$ cat src/lobr_pkg.sv
package lobr_pkg;
   localparam int          ADDR_W       = 10;
   localparam int          DATA_W       = 32;
   localparam int          BIAS_W       = 3;
   localparam int          LEVEL_W      = 6;

   // register indices; byte address is four times the index
   localparam logic [7:0]  STAGE_IDX    = 8'h5e;
   localparam logic [7:0]  AMP_BIAS_IDX = 8'hac;
   localparam logic [7:0]  DRV_BIAS_IDX = 8'hbb;

   localparam logic [7:0]  STAGE_RST    = 8'h00;
   localparam logic [2:0]  BIAS_RST     = 3'h0;

   // stage control bit positions
   localparam int          R_FIRST_BIT  = 0;
   localparam int          R_MID_BIT    = 1;
   localparam int          R_FINAL_BIT  = 2;
   localparam int          R_REL_BIT    = 3;
   localparam int          L_FIRST_BIT  = 4;
   localparam int          L_MID_BIT    = 5;
   localparam int          L_FINAL_BIT  = 6;
   localparam int          L_REL_BIT    = 7;

   // bias field low bit positions
   localparam int          AMP_LSB      = 4;
   localparam int          DRV_LSB      = 0;

   localparam logic [1:0]  RESP_OKAY    = 2'h0;
   localparam logic [1:0]  RESP_SLVERR  = 2'h2;

   // one-hot bias level, multiple of normal bias
   localparam logic [5:0]  LVL_X033     = 6'h01;
   localparam logic [5:0]  LVL_X050     = 6'h02;
   localparam logic [5:0]  LVL_X075     = 6'h04;
   localparam logic [5:0]  LVL_X100     = 6'h08;
   localparam logic [5:0]  LVL_X150     = 6'h10;
   localparam logic [5:0]  LVL_X200     = 6'h20;

   typedef enum logic {
      LOBR_IDLE = 1'b0,
      LOBR_ACK  = 1'b1
   } lobr_bus_state_type;

   function automatic logic [5:0] lobr_bias_decode(input logic [2:0] sel);
      logic [5:0] lvl;
      lvl = LVL_X100;
      case (sel)
         3'h1:    lvl = LVL_X150;
         3'h2:    lvl = LVL_X075;
         3'h3:    lvl = LVL_X050;
         3'h4:    lvl = LVL_X033;
         3'h7:    lvl = LVL_X200;
         default: lvl = LVL_X100;
      endcase
      return lvl;
   endfunction

   // unaligned byte addresses never hit a register
   function automatic logic lobr_hit(input logic [9:0] addr,
                                     input logic [7:0] idx);
      return (addr[9:2] == idx) && (addr[1:0] == 2'h0);
   endfunction
endpackage

$ cat src/lobr_bias_if.sv
`timescale 1ns/10ps
interface lobr_bias_if;
   logic [2:0] sel_d;
   logic [5:0] level;
   modport reg_side (output sel_d, input level);
   modport dec_side (input sel_d, output level);
endinterface

$ cat src/lobr_bias_dec.sv
`timescale 1ns/10ps
module lobr_bias_dec (
   input  wire logic   clk_in,
   input  wire logic   srst_in,
   lobr_bias_if.dec_side bias
);
   logic [5:0] level_d;
   logic [5:0] level_q;

   // decodes the next field value so the level moves on the write edge
   always_comb begin
      level_d = lobr_pkg::lobr_bias_decode(bias.sel_d);
   end

   always_ff @(posedge clk_in) begin
      if (srst_in) begin
         level_q <= lobr_pkg::LVL_X100;
      end else begin
         level_q <= level_d;
      end
   end

   assign bias.level = level_q;
endmodule

$ cat src/lobr_regs.sv
// Decided for this implementation: the Avalon-MM register port.
`timescale 1ns/10ps
// Function
// - left input stage enable, bit 4
// - left intermediate stage enable, bit 5
// - left final stage enable, bit 6
// - left short released by bit 7
// - right input stage enable, bit 0
// - right intermediate stage enable, bit 1
// - right final stage enable, bit 2
// - right short released by bit 3
// - amplifier bias field bits 6:4 decode
// - driver bias field bits 2:0, same decode
module lobr_regs (
   input  wire logic        clk_in,
   input  wire logic        srst_in,
   input  wire logic [9:0]  avs_address_in,
   input  wire logic        avs_read_in,
   input  wire logic        avs_write_in,
   input  wire logic [31:0] avs_writedata_in,
   input  wire logic [3:0]  avs_byteenable_in,
   output logic      [31:0] avs_readdata_out,
   output logic             avs_waitrequest_out,
   output logic      [1:0]  avs_response_out,
   output logic             left_line_first_stage_en_out,
   output logic             left_line_middle_stage_en_out,
   output logic             left_line_final_stage_en_out,
   output logic             left_line_short_release_out,
   output logic             right_line_first_stage_en_out,
   output logic             right_line_middle_stage_en_out,
   output logic             right_line_final_stage_en_out,
   output logic             right_line_short_release_out,
   output logic      [2:0]  output_amplifier_bias_sel_out,
   output logic      [2:0]  output_driver_bias_sel_out,
   output logic      [5:0]  output_amplifier_bias_level_out,
   output logic      [5:0]  output_driver_bias_level_out
);

   lobr_pkg::lobr_bus_state_type state_d;
   lobr_pkg::lobr_bus_state_type state_q;
   logic        wait_d;
   logic        wait_q;
   logic [31:0] rdata_d;
   logic [31:0] rdata_q;
   logic [1:0]  resp_d;
   logic [1:0]  resp_q;

   logic [7:0]  stage_d;
   logic [7:0]  stage_q;
   logic [2:0]  amp_sel_d;
   logic [2:0]  amp_sel_q;
   logic [2:0]  drv_sel_d;
   logic [2:0]  drv_sel_q;

   logic        hit_stage;
   logic        hit_amp;
   logic        hit_drv;
   logic        hit_any;
   logic        req;
   logic        wr_take;
   logic        wr_lane0;
   logic        wr_stage;
   logic        wr_amp;
   logic        wr_drv;
   logic [7:0]  wb;

   lobr_bias_if amp_if ();
   lobr_bias_if drv_if ();

   assign hit_stage = lobr_pkg::lobr_hit(avs_address_in, lobr_pkg::STAGE_IDX);
   assign hit_amp = lobr_pkg::lobr_hit(avs_address_in,
                                       lobr_pkg::AMP_BIAS_IDX);
   assign hit_drv = lobr_pkg::lobr_hit(avs_address_in,
                                       lobr_pkg::DRV_BIAS_IDX);
   assign hit_any  = hit_stage | hit_amp | hit_drv;
   assign req      = avs_read_in | avs_write_in;
   assign wb       = avs_writedata_in[7:0];
   // a write lands on the edge where the master sees waitrequest low
   assign wr_take  = (state_q == lobr_pkg::LOBR_ACK) & avs_write_in;
   // all fields sit in byte lane 0; other lanes are ignored
   assign wr_lane0 = wr_take & avs_byteenable_in[0];
   assign wr_stage = wr_lane0 & hit_stage;
   assign wr_amp   = wr_lane0 & hit_amp;
   assign wr_drv   = wr_lane0 & hit_drv;

   // bus slave: one wait cycle, then one cycle of waitrequest low
   always_comb begin
      state_d = lobr_pkg::LOBR_IDLE;
      wait_d  = 1'b1;
      rdata_d = rdata_q;
      resp_d  = resp_q;
      case (state_q)
         lobr_pkg::LOBR_IDLE: begin
            if (req) begin
               state_d = lobr_pkg::LOBR_ACK;
               wait_d  = 1'b0;
               resp_d  = hit_any ? lobr_pkg::RESP_OKAY
                                 : lobr_pkg::RESP_SLVERR;
               rdata_d = 32'h0000_0000;
               if (avs_read_in && hit_stage) begin
                  rdata_d[7:0] = stage_q;
               end
               if (avs_read_in && hit_amp) begin
                  rdata_d[lobr_pkg::AMP_LSB +: 3] = amp_sel_q;
               end
               if (avs_read_in && hit_drv) begin
                  rdata_d[lobr_pkg::DRV_LSB +: 3] = drv_sel_q;
               end
            end
         end
         lobr_pkg::LOBR_ACK: begin
            state_d = lobr_pkg::LOBR_IDLE;
            wait_d  = 1'b1;
         end
         default: begin
            state_d = lobr_pkg::LOBR_IDLE;
            wait_d  = 1'b1;
         end
      endcase
   end

   always_ff @(posedge clk_in) begin
      if (srst_in) begin
         state_q <= lobr_pkg::LOBR_IDLE;
         wait_q  <= 1'b1;
         rdata_q <= 32'h0000_0000;
         resp_q  <= lobr_pkg::RESP_OKAY;
      end else begin
         state_q <= state_d;
         wait_q  <= wait_d;
         rdata_q <= rdata_d;
         resp_q  <= resp_d;
      end
   end

   // field storage; the enable order is left to software, nothing here
   // interlocks the stages so any sequence can be forced for bring-up
   always_comb begin
      stage_d   = stage_q;
      amp_sel_d = amp_sel_q;
      drv_sel_d = drv_sel_q;
      if (wr_stage) begin
         stage_d = wb;
      end
      if (wr_amp) begin
         amp_sel_d = wb[lobr_pkg::AMP_LSB +: 3];
      end
      if (wr_drv) begin
         drv_sel_d = wb[lobr_pkg::DRV_LSB +: 3];
      end
   end

   always_ff @(posedge clk_in) begin
      if (srst_in) begin
         stage_q   <= lobr_pkg::STAGE_RST;
         amp_sel_q <= lobr_pkg::BIAS_RST;
         drv_sel_q <= lobr_pkg::BIAS_RST;
      end else begin
         stage_q   <= stage_d;
         amp_sel_q <= amp_sel_d;
         drv_sel_q <= drv_sel_d;
      end
   end

   // decoders see the next value, so levels follow on the write edge
   assign amp_if.sel_d = srst_in ? lobr_pkg::BIAS_RST : amp_sel_d;
   assign drv_if.sel_d = srst_in ? lobr_pkg::BIAS_RST : drv_sel_d;

   lobr_bias_dec u_amp_dec (
      .clk_in  (clk_in),
      .srst_in (srst_in),
      .bias    (amp_if.dec_side)
   );

   lobr_bias_dec u_drv_dec (
      .clk_in  (clk_in),
      .srst_in (srst_in),
      .bias    (drv_if.dec_side)
   );

   assign avs_readdata_out    = rdata_q;
   assign avs_waitrequest_out = wait_q;
   assign avs_response_out    = resp_q;

   // short release is a plain stored bit: 0 keeps the output shorted
   assign left_line_first_stage_en_out   = stage_q[lobr_pkg::L_FIRST_BIT];
   assign left_line_middle_stage_en_out  = stage_q[lobr_pkg::L_MID_BIT];
   assign left_line_final_stage_en_out   = stage_q[lobr_pkg::L_FINAL_BIT];
   assign left_line_short_release_out    = stage_q[lobr_pkg::L_REL_BIT];
   assign right_line_first_stage_en_out  = stage_q[lobr_pkg::R_FIRST_BIT];
   assign right_line_middle_stage_en_out = stage_q[lobr_pkg::R_MID_BIT];
   assign right_line_final_stage_en_out  = stage_q[lobr_pkg::R_FINAL_BIT];
   assign right_line_short_release_out   = stage_q[lobr_pkg::R_REL_BIT];
   assign output_amplifier_bias_sel_out   = amp_sel_q;
   assign output_driver_bias_sel_out      = drv_sel_q;
   assign output_amplifier_bias_level_out = amp_if.level;
   assign output_driver_bias_level_out    = drv_if.level;
endmodule

$ cat config.mk
export PLATFORM = sky130hd
export DESIGN_NAME = lobr_regs
export DESIGN_NICKNAME = d
export VERILOG_FILES = /design/src/lobr_pkg.sv /design/src/lobr_bias_if.sv /design/src/lobr_bias_dec.sv /design/src/lobr_regs.sv
export SDC_FILE = /design/constraint.sdc
export NUM_CORES = 1
export LEC_CHECK = 0
export BUFFER_PORTS_ARGS = -buffer_cell sky130_fd_sc_hd__buf_2
export CAP_MARGIN = 40
export CELL_PAD_IN_SITES_DETAIL_PLACEMENT = 1
export CELL_PAD_IN_SITES_GLOBAL_PLACEMENT = 1
export CORE_MARGIN = 2
export CORE_UTILIZATION = 32
export DETAILED_ROUTE_END_ITERATION = 10
export PLACE_DENSITY_LB_ADDON = 0.1
export SYNTH_ARGS = -nofsm -noshare
export SYNTH_HDL_FRONTEND = slang
export SYNTH_HIERARCHICAL = 1
export SYNTH_SLANG_ARGS = --single-unit
$ cat constraint.sdc
create_clock -name clk_in -period 5 [get_ports clk_in]
set_input_delay 0.75 -clock clk_in [delete_from_list [all_inputs] [get_ports clk_in]]
set_output_delay 0.75 -clock clk_in [all_outputs]
set_load 0.005 [all_outputs]
Word level (Yosys, flattened, before mapping)
Index checks and enable logic that the tools add are counted.
Cells by class
  add/subtract/negate cells: 0
  multipliers: 0
  div/mod/pow operators: 0
  $lt $le $gt $ge: 0
  equality and inequality tests: 13
  shifts and indexed selects: 0
  mux-type cells: 14
  bitwise gates (word level): 9
  reductions and logical operators: 8
Operators by type and width (count)
  one-hot mux 6 bit (5 select lines): 2
  two-way mux 3 bit: 6
  equality test 8 bit (second input constant): 2
  equality test 3 x 2 -> 1 bit (second input constant): 4
  equality test 3 bit (second input constant): 4
  equality test 8 x 7 -> 1 bit (second input constant): 1
  two-way mux 8 bit: 1
  equality test 3 x 1 -> 1 bit (second input constant): 2
  logical AND 1 bit: 6
  AND 1 bit: 5
  one-hot mux 1 bit (2 select lines): 2
  bitwise OR 1 bit: 3
  zero test 2 bit: 1
  two-way mux 1 bit: 2
  two-way mux 2 bit: 1
  AND reduction 2 bit: 1
  NOT 1 bit: 1
Word-level totals
  register bits after elaboration: 38
  latch bits: 0
  RAM bits: 0
  memory bits (read-only): 0
  input port bits: 50
  output and inout bits: 61
  memories: 0

Longest topological paths before layout
Gate-level depths: netlist of the first run.
  word-level depth: 7
  depth in mapped cells: 7

Hierarchy
The synthesis of the first run kept the hierarchy.
By module, submodules not included
  lobr_regs: instances 1, cells an instance 148, area an instance 1361.3 um2, sequential area each 500.5 um2
  lobr_bias_dec: instances 2, cells an instance 17, area an instance 188.9 um2, sequential area each 120.1 um2

Worst setup path before layout of the first run
Ideal clock, no wire load.
  path kind: input-to-reg
  start: input avs_address_in[1]
  end: register u_amp_dec.level_q[3], in the netlist u_amp_dec/bias.level[3]
  arrival time: 2.448 ns
  data required time: 4.863 ns
  setup slack: 2.414 ns
  cell stages on the path: 7
  cell sequence: or3b_4 -> nor3b_4 -> and3b_2 -> buf_2 -> mux2i_1 -> xor2_1 -> o211ai_1
Between the ends
  longest elaborated chain between the ends: 7
  elaborated cells on any way between the ends: 11
  those cells by class: eq/ne: 5; mux: 3; bitwise: 1; reduce/logical: 2
RTL lines
  from (decl): RTL line lobr_regs.sv:17  | input wire logic [9:0] avs_address_in,
  zero test 2 bit (*): RTL line lobr_pkg.sv:62  | return (addr[9:2] == idx) && (addr[1:0] == 2'h0);
  logical AND 1 bit (*): RTL line lobr_pkg.sv:62
  AND 1 bit (*): RTL line lobr_regs.sv:83  | assign wr_amp = wr_lane0 & hit_amp;
  two-way mux 3 bit (*): RTL line lobr_regs.sv:145  | if (wr_amp) begin
  two-way mux 3 bit (*)
  net amp_if.sel_d[2]: RTL line lobr_bias_if.sv:3  | logic [2:0] sel_d;
  equality test 3 bit (tied with other cells): RTL line lobr_pkg.sv:48  | case (sel)
  one-hot mux 6 bit (5 select lines) (*): RTL line lobr_pkg.sv:48
  to (signal assigned): RTL line lobr_bias_dec.sv:17  | level_q <= lobr_pkg::LVL_X100;
  to (signal assigned): RTL line lobr_bias_dec.sv:19  | level_q <= level_d;
  to (decl): RTL line lobr_bias_dec.sv:8  | logic [5:0] level_q;
Mark *: on every way through the listed nets, which the timed path passes. The rest lies on a longest branch.
A chain may end at the register's enable or synchronous reset.

Final worst setup path of the first run
Same ends and word-level chain as after synthesis.

==> results by stage, run 1 <==
Layout:
- The share of cells above drive strength 1 is between 30% and 40%.
- Compared with the post-synthesis result, the final layout area differs by 21.2%.
- The final-stage net count is between 200 and 300.
- The register area is 741 um2.
- The repair_antennas step left the layout with diodes totalling 0.
- The post-route cell area is 2110 um2.
- The fill cell instance count of the final layout is 626.
- The final standard cell utilization of the core is 40.7%.
- The total area of multi-input combinational cells is 853 um2.

Routing:
- The number of vias per cell is 4.52.
- The total via count in the routed design is about 1400.
- For this run, design rule violations remaining after detail routing come to 0.
- Summed over all layers, the routed wires come to approximately 4100 um.
- The final antenna-violating net count is 0.
- Dividing the detail-routed wire length by the instance count gives around 13 um.
- The detailed router finished its first iteration with 76 violations.
- The number of iterations in the first detailed-routing pass is 4.

Die:
- Row generation in the floorplan step produced 26 rows.
- The floorplan step set the die height to 77.7 um.
- The top-level port count is ~110.
- The initial utilization of the core area, before any placement, comes to between 30% and 40%.
- The floorplan step defined a die boundary enclosing about 6000 um2.
- The area inside the core boundary is roughly 5200 um2.
- The die is between 70 and 80 um wide.

Yosys:
- In this run the cell area of the synthesized design comes to 1740 um2.
- The mean area per synthesized cell is around 9.6 um2.
- Summing the areas of all fa, ha and maj instances in the mapped netlist gives 0% of the synthesized area.
- The number of storage elements in the synthesis netlist is 37.
- The synthesized netlist devotes under 10% of its cell area to XOR and XNOR gates.
- The cell count after synthesis came out at around 180.
- Yosys printed 6 warnings.
- The synthesized netlist devotes approximately 9% of its cell area to compound gates.
- After synthesis, the share of cell area in mux cells is about 8%.
- The synthesized netlist contains 38 unique library cells.
- Summing the sequential cell areas from Yosys gives between 40 and 50% of the chip area.
- By area, the combinational part of the netlist is dominated by simple AND/OR/NAND/NOR gates.
- After Yosys synthesis, and, or, nand and nor cells account for between 20% and 30% of the synthesized area.

GRT:
- The total congestion overflow is 0.
- The first-pass GRT wire length is between 6000 and 7000 um.
- Entering global routing, the biggest net connects 32 pins.
- The via count of the first global-routing pass is about 1400.
- Across every metal layer, demand over resource in global routing totals 13.9%.
- The number of antenna violations at the first check in global routing is 0.

Setup path:
- The worst flop-to-flop path endpoint is u_drv_dec/bias.level[3]$_SDFF_PP1_.
- Tracing the worst setup path back leads to its startpoint at avs_address_in[1].
- The largest fanout of any net on the critical path is 14.
- The worst flop-to-flop path startpoint is state_q$_SDFF_PP0_.
- The worst register-to-register path has a setup slack of about 3100 ps.
- STA puts the critical path data required time at roughly 5200 ps.
- The worst setup path is captured at a register.
- The worst setup path endpoint is u_amp_dec/bias.level[3]$_SDFF_PP1_.
- The kind of launch point of the worst setup path is a primary input.
- The critical setup path kind is in -> reg.
- The worst register-to-register path has a depth of 6.
- The data arrival time of the critical path is 3030 ps.

Worst hold path:
- The instance count along the most critical hold path is 2.
- The type of the tightest min-delay check is reg -> reg.

Power:
- The reported leakage power is a little under 1 nW.
- The worst voltage drop across the vdd grid is around 0.00018 V.
- Power spread over the standard cell area amounts to between 200 and 300 nW/um2.

Job:
- Max-cap violations in this run came to 0.

Clock network:
- The number of clock sinks is 37.
- The clock latency reported for the late side of the worst-skew pair is around 280 ps.
- The number of hold buffers added after CTS was 0.
- Counting the buffers created by CTS gives 5.
- The number of buffers inserted by post-CTS setup repair is 0.
- The deepest clock path buffer count is 2.
- CTS placed an instance of sky130_fd_sc_hd__clkbuf_8 at the clock tree root.
- The clock tree synthesis step divided the H-tree into 2 levels.
- After clock tree synthesis, the repair step resized 0 gates.
- The TritonCTS clock tree is done.
- The CTS clock-pin slew for the worst setup and hold paths is approximately 80 ps.

STA:
- The post-layout minimum cycle time is between 2000 and 3000 ps.
- The final-layout setup total negative slack is 0 ps.
- The worst pin sits at a relative slew slack of 45.5%.
- Of the available clock period, the critical path in the final layout requires between 50 and 60%.
- Setup violations remaining at the end of the flow were counted as 0.
- Setup repair after global routing left no endpoint under its margin.
- The final worst clock skew is between 6 and 7 ps.
- The number of pins exceeding their max-slew limit in the final report is 0.
- The upper clock frequency limit is between 300 and 400 MHz.
- The number of hold violations in the final report is 0.
- The actual transition at the worst max-transition pin is ~800 ps.

Placement:
- Summed over all nets, the half-perimeter wirelength after detailed placement is approximately 3000 um.
- The count of buffers added on input and output ports is 58.
- The congestion estimate from routability-driven global placement came to 0.721.
- After detailed placement, the total cell area comes to 1990 um2.

Outcome:
- The run finished with clean final reports.
routing by layer:
| metal | vias up | GRT usage, % | wire, um |
|---|---|---|---|
| met3 | 5 | 5.70 | 383 |
| met5 | - | 0 | 0 |
| met4 | 0 | 4.29 | 36 |
| met1 | 650 | 17.3 | 1870 |
| li1 | 699 | - | - |
| met2 | 52 | 21.8 | 1830 |
cells by family (layout without fill, tap and decap cells):
family	after synthesis	count (layout)
multiplexers	14	14
AND/OR/NAND/NOR	75	75
XOR/XNOR	2	2
flip-flops	37	37
other	1	25
buffers and inverters	35	70
AO/OA/AOI/OAI	18	18
stage by stage:
stage / power [W] / worst slack (ps) / cells / hold WS, ps
finish: 0.000616 / 2120 / 311 / 462
global route: 0.000644 / 1960 / 311 / 489
CTS: 0.000625 / 2130 / 311 / 467
detailed placement: 0.000355 / 1820 / 303 / 455
global placement: 0.000355 / 1830 / 303 / 443
floorplan: 0.000349 / 2410 / 206 / 448
how the worst min path moves through the flow:
stage	start	end	slack [ps]
2_1_floorplan	avs_readdata_out[3]$_SDFFE_PP0P_	avs_readdata_out[3]$_SDFFE_PP0P_	450
3_3_place_gp	avs_readdata_out[7]$_SDFFE_PP0P_	avs_readdata_out[7]$_SDFFE_PP0P_	440
3_5_place_dp	avs_readdata_out[7]$_SDFFE_PP0P_	avs_readdata_out[7]$_SDFFE_PP0P_	460
4_1_cts	avs_readdata_out[3]$_SDFFE_PP0P_	avs_readdata_out[3]$_SDFFE_PP0P_	470
5_1_grt	avs_readdata_out[3]$_SDFFE_PP0P_	avs_readdata_out[3]$_SDFFE_PP0P_	490
6_report	avs_readdata_out[7]$_SDFFE_PP0P_	avs_readdata_out[7]$_SDFFE_PP0P_	460
flip-flops by register name, indices dropped and copies added, names as in the netlist:
name / flops
state_q: 1
u_drv_dec/bias.level: 6
u_amp_dec/bias.level: 6
stage_q: 8
avs_response_out: 1
output_amplifier_bias_sel_out: 3
avs_readdata_out: 8
output_driver_bias_sel_out: 3
avs_waitrequest_out: 1
worst max-delay path: stages:
cell	delay [ps]
sky130_fd_sc_hd__buf_2	90
sky130_fd_sc_hd__or3b_4	430
sky130_fd_sc_hd__nor3b_4	570
sky130_fd_sc_hd__and3b_2	340
sky130_fd_sc_hd__mux2i_1	560
sky130_fd_sc_hd__xor2_1	190
sky130_fd_sc_hd__o211ai_1	90
Yosys cell counts (all sizes together):
| master | count | area (um2) |
|---|---|---|
| o31a | 1 | 10.0 |
| o21bai | 1 | 7.51 |
| or3b | 1 | 11.3 |
| nand2 | 16 | 60.1 |
| nand2b | 11 | 68.8 |
| o211ai | 2 | 15.0 |
| o21ai | 3 | 15.0 |
| nor3b | 2 | 26.3 |
| a32o | 1 | 10.0 |
| nand3b | 4 | 33.8 |
| a41oi | 4 | 42.6 |
| and3b | 2 | 20.0 |
| mux2i | 14 | 140 |
| nand4 | 3 | 18.8 |
| buf | 28 | 209 |
| nor2 | 14 | 52.6 |
| xor2 | 2 | 17.5 |
| nor4b | 4 | 35.0 |
| nor4 | 1 | 21.3 |
| a211oi | 2 | 20.0 |
| nand4b | 2 | 17.5 |
| conb | 1 | 3.75 |
| a311oi | 2 | 23.8 |
| nand3 | 7 | 40.0 |
| and3 | 2 | 12.5 |
| inv | 4 | 15.0 |
| clkbuf | 3 | 11.3 |
| a21oi | 2 | 10.0 |
| dfxtp | 37 | 741 |
| nor3 | 6 | 30.0 |
area by class of cell:
cell class / instances / area share (%)
Clock buffer: 6 / 3.92
Clock inverter: 2 / 1.78
Inverter: 4 / 0.713
Multi-Input combinational cell: 134 / 40.5
Sequential cell: 37 / 35.2
Tap cell: 70 / 4.16
Timing Repair Buffer: 58 / 13.8
cells in the final DEF (no fill, tap or decap), types with 4 or more instances in the layout:
| cell | n |
|---|---|
| sky130_fd_sc_hd__nor4b_1 | 4 |
| sky130_fd_sc_hd__dfxtp_1 | 37 |
| sky130_fd_sc_hd__buf_2 | 58 |
| sky130_fd_sc_hd__nand2_1 | 16 |
| sky130_fd_sc_hd__inv_1 | 4 |
| sky130_fd_sc_hd__clkbuf_8 | 6 |
| sky130_fd_sc_hd__nor3_1 | 6 |
| sky130_fd_sc_hd__nand3_1 | 6 |
| sky130_fd_sc_hd__nor2_1 | 14 |
| sky130_fd_sc_hd__conb_1 | 25 |
| sky130_fd_sc_hd__nand2b_1 | 11 |
| sky130_fd_sc_hd__mux2i_1 | 14 |
where the power goes:
part           leakage [nW]  internal, W  switching (W)
Clock                0.0574     0.000162       0.000105
Combinational         0.631    0.0000182      0.0000286
Sequential            0.300     0.000299     0.00000233
Total                 0.988     0.000479       0.000136
Power figures use the tool's default switching activity.
==> run 2, diff against run 1 <==
--- a/config.mk
+++ b/config.mk
@@ -5,12 +5,13 @@
 export SDC_FILE = /design/constraint.sdc
 export NUM_CORES = 1
 export LEC_CHECK = 0
+export ABC_AREA = 1
 export BUFFER_PORTS_ARGS = -buffer_cell sky130_fd_sc_hd__buf_2
 export CAP_MARGIN = 40
 export CELL_PAD_IN_SITES_DETAIL_PLACEMENT = 1
 export CELL_PAD_IN_SITES_GLOBAL_PLACEMENT = 1
 export CORE_MARGIN = 2
-export CORE_UTILIZATION = 32
+export CORE_UTILIZATION = 25
 export DETAILED_ROUTE_END_ITERATION = 10
 export PLACE_DENSITY_LB_ADDON = 0.1
 export SYNTH_ARGS = -nofsm -noshare
==> constraint.sdc (replaced) <==
create_clock -name clk_in -period 2.5 [get_ports clk_in]
set_input_delay 0.375 -clock clk_in [delete_from_list [all_inputs] [get_ports clk_in]]
set_output_delay 0.375 -clock clk_in [all_outputs]
set_load 0.005 [all_outputs]
==> run 2 against run 1 <==
  * Worst setup slack worse by 1300 ps
  * Die area up 28%
  * Utilization fell by 9.1 points
  * Area after synthesis increased by 1.6%
  * Clock power grew 100%
  * Sequential power grew 100%
  * Flip-flop and latch count unchanged
  * Synthesized cell count grew 30%
  * Combinational power is 120% higher
  * Register-to-register slack got worse by 2200 ps
  * Clock-buffer cell count is 1 higher
==> results by stage, run 2 <==
Clock network:
- The clock tree root buffer cell is sky130_fd_sc_hd__clkbuf_8.
- The clock latency reported for the late side of the worst-skew pair is a little under 300 ps.
- The cts-stage hold buffer count is 0.
- Once the clock tree was built, the resizer swapped 0 gates to a different size.
- The clock passes through at most 2 buffers.
- The number of clock sinks is 37.
- Once the clock tree was built, the setup fixing pass inserted 0 buffers.
- Clock-pin slew was measured on the worst setup and hold paths at 80 ps.
- The TritonCTS clock tree is done.
- The deepest level of the CTS H-tree is 2.
- The TritonCTS buffer count is 5.

GRT:
- The all-layer global routing usage is between 10 and 15%.
- The total congestion overflow is 0.
- The via count of the first global-routing pass came to 1597.
- The largest net degree at the start of global routing is 19.
- The number of antenna violations at the first check in global routing was 0.
- The first global-routing pass estimated 7510 um of wire.

Die:
- During I/O placement, the number of pins put on the boundary was 111.
- Once the floorplan was initialized, standard cells occupied approximately a quarter of the core.
- The die extent in y is roughly 88 um.
- The number of cell rows is 30.
- In this run the horizontal extent of the chip is 88.1 um.
- The area of the die is 7760 um2.
- The core region is between 6000 and 7000 um2.

STA:
- The final hold slack is 343 ps.
- The final worst clock skew is approximately 12 ps.
- Setup repair after global routing left no endpoint under its margin.
- The number of hold violations in the final report is 0.
- The final-layout setup total negative slack is 0 ps.
- For the finished layout, the period the worst path requires is 1630 ps.
- The number of pins exceeding their max-slew limit in the final report is 0.
- The number of setup violations in the final report is 0.
- In the finished design, the share of the clock period the worst path needs comes to between 60% and 70%.
- The upper clock frequency limit is 612 MHz.

Setup path:
- Counting buffers and inverters, the worst setup path is 11 cells deep.
- Along the worst path, the maximum fanout reaches 6.
- The register-to-register setup slack is about 930 ps.
- The worst setup path is captured at a register.
- The signal on the critical path passes through buf_2 -> nor2_1 -> nand4_1 -> nor2_1 -> a21oi_1 -> nor2_1 -> inv_1 -> nand2_1 -> nand2_1 -> nand3_1 -> nand2_1.
- The worst setup path endpoint is u_amp_dec/bias.level[3]$_SDFF_PP1_.
- The critical setup path kind is in -> reg.
- Broken down by cell family, the worst path's largest delay share belongs to simple AND/OR/NAND/NOR gates.
- The buffers plus inverters on the worst setup path is 2.
- The worst setup path is launched from a primary input.
- Counting cells, the worst reg-to-reg path comes to 9.
- For the worst setup path, the data arrival time is 1820 ps.
- The startpoint of the most critical setup path is avs_address_in[2].
- In this design, the stage delay of the slowest critical-path cell is between 300 and 400 ps.
- The worst register-to-register path begins at state_q$_SDFF_PP0_.
- The required time reported for the critical path endpoint is around 2700 ps.
- In this run the critical register-to-register path is captured at u_drv_dec/bias.level[3]$_SDFF_PP1_.
- The slowest stage of the critical path belongs to the cell sky130_fd_sc_hd__nor2_1.

Power:
- The share of power burned in the clock network is 43.4%.
- The portion of total power attributed to sequential cells is 48.2%.
- The net switching share of the total power is a little under a quarter.
- Internal power comes to 0.000963 W.
- The power density of the placed cells is between 500 and 600 nW/um2.
- The relative contribution of combinational cells to total power is under 10%.
- The analysis attributes to net switching a power of 0.000290 W.
- The reported leakage power is ~1.0 nW.
- The worst voltage drop across the vdd grid is 0.000212 V.

Worst hold path:
- The type of the tightest min-delay check is in -> reg.
- The instance count along the most critical hold path is 3.

Routing:
- For this run, the detailed router's first-pass iteration total came to 4.
- The total via count in the routed design is about 1600.
- The average wire per standard cell is 11.9 um.
- The routed design has 4660 um of wire.
- In the routed layout, each cell is associated on average with a via count of roughly 4.
- The number of DRC violations after detailed routing is 0.
- The final antenna-violating net count is 0.
- In this run, the number of DRC markers left after iteration 0 of detailed routing was a little over 60.

Yosys:
- The biggest area contributor in the post-synthesis netlist is sky130_fd_sc_hd__dfxtp_1.
- Ranked by total cell area, the synthesized netlist is headed by sky130_fd_sc_hd__dfxtp_1, sky130_fd_sc_hd__buf_4, sky130_fd_sc_hd__nand2_1.
- The number of storage elements in the synthesis netlist is 37.
- The area share of the leading cell type in the synthesized netlist is between 40% and 50%.
- The most used flip-flop cell after synthesis is sky130_fd_sc_hd__dfxtp_1.
- For this run, the number of Yosys warnings is 6.
- The synthesized netlist occupies a cell area of ~1800 um2.
- The leading cell type by number of instances after synthesis is sky130_fd_sc_hd__dfxtp_1.
- The mean area per synthesized cell is around 7.5 um2.
- Counting flops with a built-in enable in the synthesized netlist gives 0.
- The netlist uses 26 different library cells.
- Synthesis produced a netlist whose cell count is approximately 240.
- By count the netlist is led by sky130_fd_sc_hd__dfxtp_1, sky130_fd_sc_hd__nand2_1, sky130_fd_sc_hd__inv_1.
- The share of async-settable or async-resettable flops after synthesis is 0%.
- Summing the sequential cell areas from Yosys gives 41.9% of the chip area.

Layout:
- The area added between synthesis and finish is 22.2%.
- The number of diodes is 0.
- Cells with a size suffix above 1 make up 26.6% of the layout.
- Cells fill a little under a third of the core in the end.
- The most common cell after layout, fill and taps aside is sky130_fd_sc_hd__buf_2.
- Leaving out fill and tap cells, the most frequent cells in the layout are sky130_fd_sc_hd__buf_2, sky130_fd_sc_hd__dfxtp_1, sky130_fd_sc_hd__nand2_1.
- For this run, the post-layout net count is 346.
- The post-route cell area is 2160 um2.
- The fill cell instance count of the final layout is approximately 900.
- The finished layout holds 393 standard cells, fillers aside.

Placement:
- The placed instances occupy a cell area of a little over 2000 um2.
- After detailed placement, the design holds a cell count of between 300 and 400.
- The final weighted congestion of routability-driven global placement is around 0.76.
- The detailed placement HPWL is around 3600 um.
- Input and output buffers added on the ports amount to 58.

Outcome:
- The run finished with clean final reports.

Job:
- The reported max-cap violation count is 0.
-- run 2: changes by cell type in the layout (fill, tap and decap cells not counted), moves of 3 or more --
| cell | change |
|---|---|
| sky130_fd_sc_hd__inv_1 | +30 |
| sky130_fd_sc_hd__nand2_1 | +20 |
| sky130_fd_sc_hd__a21oi_1 | +16 |
| sky130_fd_sc_hd__mux2i_1 | -14 |
| sky130_fd_sc_hd__nor2_1 | +14 |
| sky130_fd_sc_hd__nand2b_1 | -11 |
| sky130_fd_sc_hd__nand3_1 | +9 |
| sky130_fd_sc_hd__o21ai_0 | +8 |
| sky130_fd_sc_hd__nor4b_1 | -4 |
| sky130_fd_sc_hd__a41oi_1 | -3 |
| sky130_fd_sc_hd__nand2_2 | +3 |
| sky130_fd_sc_hd__nor2_2 | +3 |
| sky130_fd_sc_hd__o21a_1 | +3 |
-- run 2: worst min path at each step --
| stage | from | to | slack (ps) |
|---|---|---|---|
| global route | avs_writedata_in[7] | stage_q[7]$_SDFFE_PP0P_ | 360 |
| floorplan | srst_in | u_amp_dec/bias.level[0]$_SDFF_PP0_ | 450 |
| CTS | avs_writedata_in[7] | stage_q[7]$_SDFFE_PP0P_ | 340 |
| finish | avs_writedata_in[7] | stage_q[7]$_SDFFE_PP0P_ | 340 |
| global placement | stage_q[4]$_SDFFE_PP0P_ | stage_q[4]$_SDFFE_PP0P_ | 450 |
| detailed placement | stage_q[7]$_SDFFE_PP0P_ | stage_q[7]$_SDFFE_PP0P_ | 450 |
-- run 2: per-layer routing --
layer	share of wire, %	wire length (um)	track usage (%)	vias to the layer above
met5	0	0	0	-
met4	0.81	38	4.27	0
met1	46	2130	15.6	728
met2	46	2160	21.1	47
met3	7.2	334	3.86	4
li1	-	-	-	806
-- run 2: cells by family (layout without fill, tap and decap cells) --
logic type             after synthesis  in the layout  share of synthesized area [%]
AO/OA/AOI/OAI                       36             36                           11.8
buffers and inverters               65            101                           20.3
flip-flops                          37             37                           41.9
other                                1             25                          0.212
AND/OR/NAND/NOR                     98             98                           25.7
-- run 2: stage by stage --
stage | power, W | worst slack (ps)
after floorplan | 0.000707 | 1010
after global placement | 0.000724 | 556
after detailed placement | 0.000725 | 557
after CTS | 0.00128 | 858
after global routing | 0.00132 | 603
final | 0.00125 | 867
-- run 2: area by class of cell --
type / count / area, um2 / share of cell area (%)
multi-input cells: 159 / 757 / 35.1
repair buffers: 59 / 298 / 13.8
clock buffers: 7 / 86.3 / 4.00
flip-flops and latches: 37 / 741 / 34.3
inverters: 34 / 128 / 5.91
well taps: 96 / 120 / 5.56
clock inverters: 1 / 30.0 / 1.39
-- run 2: worst reg2reg max path, delay by kind of cell, from the launching register on --
kind,cells,cell delay (ps)
AND/OR/NAND/NOR,6,670
flip-flops,1,330
AO/OA/AOI/OAI,2,390
buffers and inverters,1,60
-- run 2: power by group through the flow --
| stage | clock, W | sequential, W | combinational, W |
|---|---|---|---|
| 2_1_floorplan | 0 | 0.000619 | 0.0000884 |
| 3_3_place_gp | 0 | 0.000619 | 0.000106 |
| 3_5_place_dp | 0 | 0.000619 | 0.000107 |
| 4_1_cts | 0.000565 | 0.000605 | 0.000107 |
| 5_1_grt | 0.000586 | 0.000606 | 0.000124 |
| 6_report | 0.000544 | 0.000604 | 0.000105 |
==> run 3, diff against run 2 <==
==> constraint.sdc (replaced) <==
create_clock -name clk_in -period 1.3 [get_ports clk_in]
set_input_delay 0.195 -clock clk_in [delete_from_list [all_inputs] [get_ports clk_in]]
set_output_delay 0.195 -clock clk_in [all_outputs]
set_load 0.005 [all_outputs]
==> run 3 against run 2 <==
  * The run now ends with setup timing left
  * Cell area grew 17%
  * Cell count grew 8.4%
  * Non-clock buffer count grew 33
  * Clock-buffer cell count is the same
  * Sequential power grew 92%
  * Sequential share of layout area shrank 4.9 points
  * Total power grew 86%
  * Routed wire length grew 9.8%
==> results by stage, run 3 (synthesis gave the netlist of run 2 again) <==
Clock network:
- CTS placed an instance of sky130_fd_sc_hd__clkbuf_8 at the clock tree root.
- At the later pin of the worst-skew pair, clock insertion delay measures 290 ps.
- The number of clock sinks is 37.
- The TritonCTS clock tree is done.
- The deepest clock path buffer count is 2.
- The CTS clock-pin slew for the worst setup and hold paths is about 80 ps.
- The TritonCTS buffer count is 5.
- The deepest level of the CTS H-tree is 2.

Setup path:
- The required time reported for the critical path endpoint is 1490 ps.
- The largest fanout of any net on the critical path is 5.
- The cell with the largest stage delay on the worst path is sky130_fd_sc_hd__dfxtp_2.
- Data arrives at the worst endpoint at about 1500 ps.
- The most numerous cell type found on the critical path is sky130_fd_sc_hd__nand2_1.
- The critical path goes through and3_4 -> nand2_2 -> o21ai_1 -> nor2_1 -> buf_4 -> inv_1 -> nand2_1 -> nand3_1 -> nand2_1.
- STA classifies the critical path endpoint as a register.
- The kind of launch point of the worst setup path is a register.
- The maximum single-stage delay on the critical path is between 300 and 400 ps.
- The critical setup path kind is reg -> reg.

GRT:
- Entering global routing, the biggest net connects 16 pins.
- Global routing used between 20 and 25% of the available met2 tracks.
- The most congested layer reported by global routing is met2.
- The first-pass GRT wire length is 7940 um.
- The total congestion overflow is 0.
- Global routing consumed, on the met1 layer, ~17% of the routing resources.
- The number of antenna violations at the first check in global routing was 0.
- The via count of the first global-routing pass is 1682.
- The all-layer global routing usage is about an eighth.
- For met3 alone, demand over resource in global routing was under 10%.

Layout:
- The library cell used most frequently in the layout, excluding fill and tap cells, is sky130_fd_sc_hd__buf_2.
- The share of cells above drive strength 1 is 41.2%.
- The final-stage net count is 379.
- Leaving out fill and tap cells, the most frequent cells in the layout are sky130_fd_sc_hd__buf_2, sky130_fd_sc_hd__dfxtp_1, sky130_fd_sc_hd__nand2_1.
- Compared with the post-synthesis result, the final layout area differs by 42.6%.
- The number of diodes is 0.
- Counting the fill cells in the layout gives 885.

Placement:
- The minimum setup slack after placement is -450 ps.
- The final weighted congestion of routability-driven global placement is roughly 0.79.
- The total of buffers placed on input and output ports is slightly below 60.
- The detailed placement HPWL is 4030 um.

STA:
- For the final database, setup skew stands at approximately 6.1 ps.
- Subtracting the final worst setup slack from the clock period gives 1300 ps.
- After routing, the total negative slack on setup checks comes to -7.28 ps.
- The number of pins exceeding their max-slew limit in the final report is 0.
- The number of hold violations in the final report came to 0.
- After layout, the worst path uses 100% of the clock period.
- Setup violations remaining at the end of the flow were counted as 2.
- Setup repair after global routing could not meet its margin everywhere.
- In the post-route analysis, the smallest setup slack over all paths is -4.13 ps.
- Timing would allow up to roughly 770 MHz.

Routing:
- Wires add up to approximately 5100 um.
- The pre-antenna-repair detailed-routing pass consisted of 4 iterations.
- Summing over every cut layer, the via total after detailed routing is ~1700.
- The average wire per standard cell is 12.0 um.
- In this run, the number of DRC markers left after iteration 0 of detailed routing was 65.
- The number of DRC violations after detailed routing is 0.
- In this run the remaining antenna-violating nets after routing total 0.
- Dividing the detail-routed via count by the number of cells gives between 4 and 5.

Die:
- Once the floorplan was initialized, standard cells occupied roughly a quarter of the core.
- The floorplan step defined a die boundary enclosing ~7800 um2.
- The floorplan step defined a core boundary enclosing 6830 um2.
- The die extent in y is 88.1 um.
- In this run the horizontal extent of the chip is a little under 90 um.
- The floorplan has 30 rows.
- For this design the top-level I/O count stands at roughly 110.

Worst hold path:
- The type of the tightest min-delay check is in -> reg.

Power:
- The completed layout was analyzed and its total power is between 0.002 and 0.0025 W.
- The analysis attributes to cell leakage a power of approximately 1.2 nW.
- For this design the ratio of total power to cell area is about 900 nW/um2.
- IR analysis of the VDD net gives a maximum drop of ~0.00030 V.

Job:
- The reported max-cap violation count is 0.

Outcome:
- The flow ran to the end, but the final reports show violations.
- The final reports fail on setup timing.
-- run 3: changes by cell type in the layout (fill, tap and decap cells not counted), moves of 3 or more --
cell	before	now
sky130_fd_sc_hd__nor2_4	2	5
sky130_fd_sc_hd__a21oi_1	18	13
sky130_fd_sc_hd__a21oi_2	1	6
sky130_fd_sc_hd__o21ai_1	1	4
sky130_fd_sc_hd__nor2_1	28	23
sky130_fd_sc_hd__buf_4	1	31
sky130_fd_sc_hd__o21a_1	3	0
sky130_fd_sc_hd__nor3_1	4	1
sky130_fd_sc_hd__o21ai_0	11	7
sky130_fd_sc_hd__nor3_2	0	3
-- run 3: layout make-up --
cell class	count	area, um2	area share (%)
clock inverter	1	5.00	0.199
inverter	34	128	5.06
tap	96	120	4.77
sequential	37	742	29.4
multi-input combinational	159	863	34.3
clock buffer	7	96.3	3.82
timing repair buffer	92	566	22.4
-- run 3: worst max-delay path: cells and delay by family, from the launching register on --
kind                   cells  cell delay (ps)
AOI/OAI and AO/OA          1              130
buffers and inverters      2              210
DFF                        1              330
and+or+nand+nor            6              540
-- run 3: timing repair --
| action | 4_1_cts | 5_1_grt |
|---|---|---|
| hold buffers | 0 | 0 |
| setup endpoints to repair | 15 | 17 |
| pin swaps | 5 | 3 |
| gates resized for setup | 22 | 13 |
| cloned | 0 | 0 |
| buffers inserted | 2 | 3 |
-- run 3: power by group --
group / switching [W] / internal (W)
Clock: 0.000423 / 0.000480
Sequential: 0.00000867 / 0.00115
Combinational: 0.000153 / 0.000121
Total: 0.000584 / 0.00175
-- run 3: per-stage QoR --
step	hold slack [ps]	instances	instance area, um2	utilization (%)
after floorplan	267	261	1870	-
after global placement	448	413	2270	33.3
after detailed placement	449	413	2270	33.3
after CTS	164	423	2450	35.8
after global routing	163	426	2520	36.9
final	164	426	2520	36.9
-- run 3: per-layer routing --
layer | wire length, um | share of wire [%]
met3 | 281 | 5.5
met2 | 2500 | 49
met1 | 2270 | 44
met5 | 0 | 0
met4 | 68 | 1.3
-- run 3: worst paths after layout --
check | from | endpoint | slack (ps) | depth (start not counted)
setup reg to reg | state_q$_SDFF_PP0_ | u_amp_dec/bias.level[3]$_SDFF_PP1_ | -4 | 9
setup / recovery | state_q$_SDFF_PP0_ | u_amp_dec/bias.level[3]$_SDFF_PP1_ | -4 | 9
hold / removal | avs_writedata_in[7] | stage_q[7]$_SDFFE_PP0P_ | 160 | 3
hold reg to reg | stage_q[1]$_SDFFE_PP0P_ | stage_q[1]$_SDFFE_PP0P_ | 460 | 2
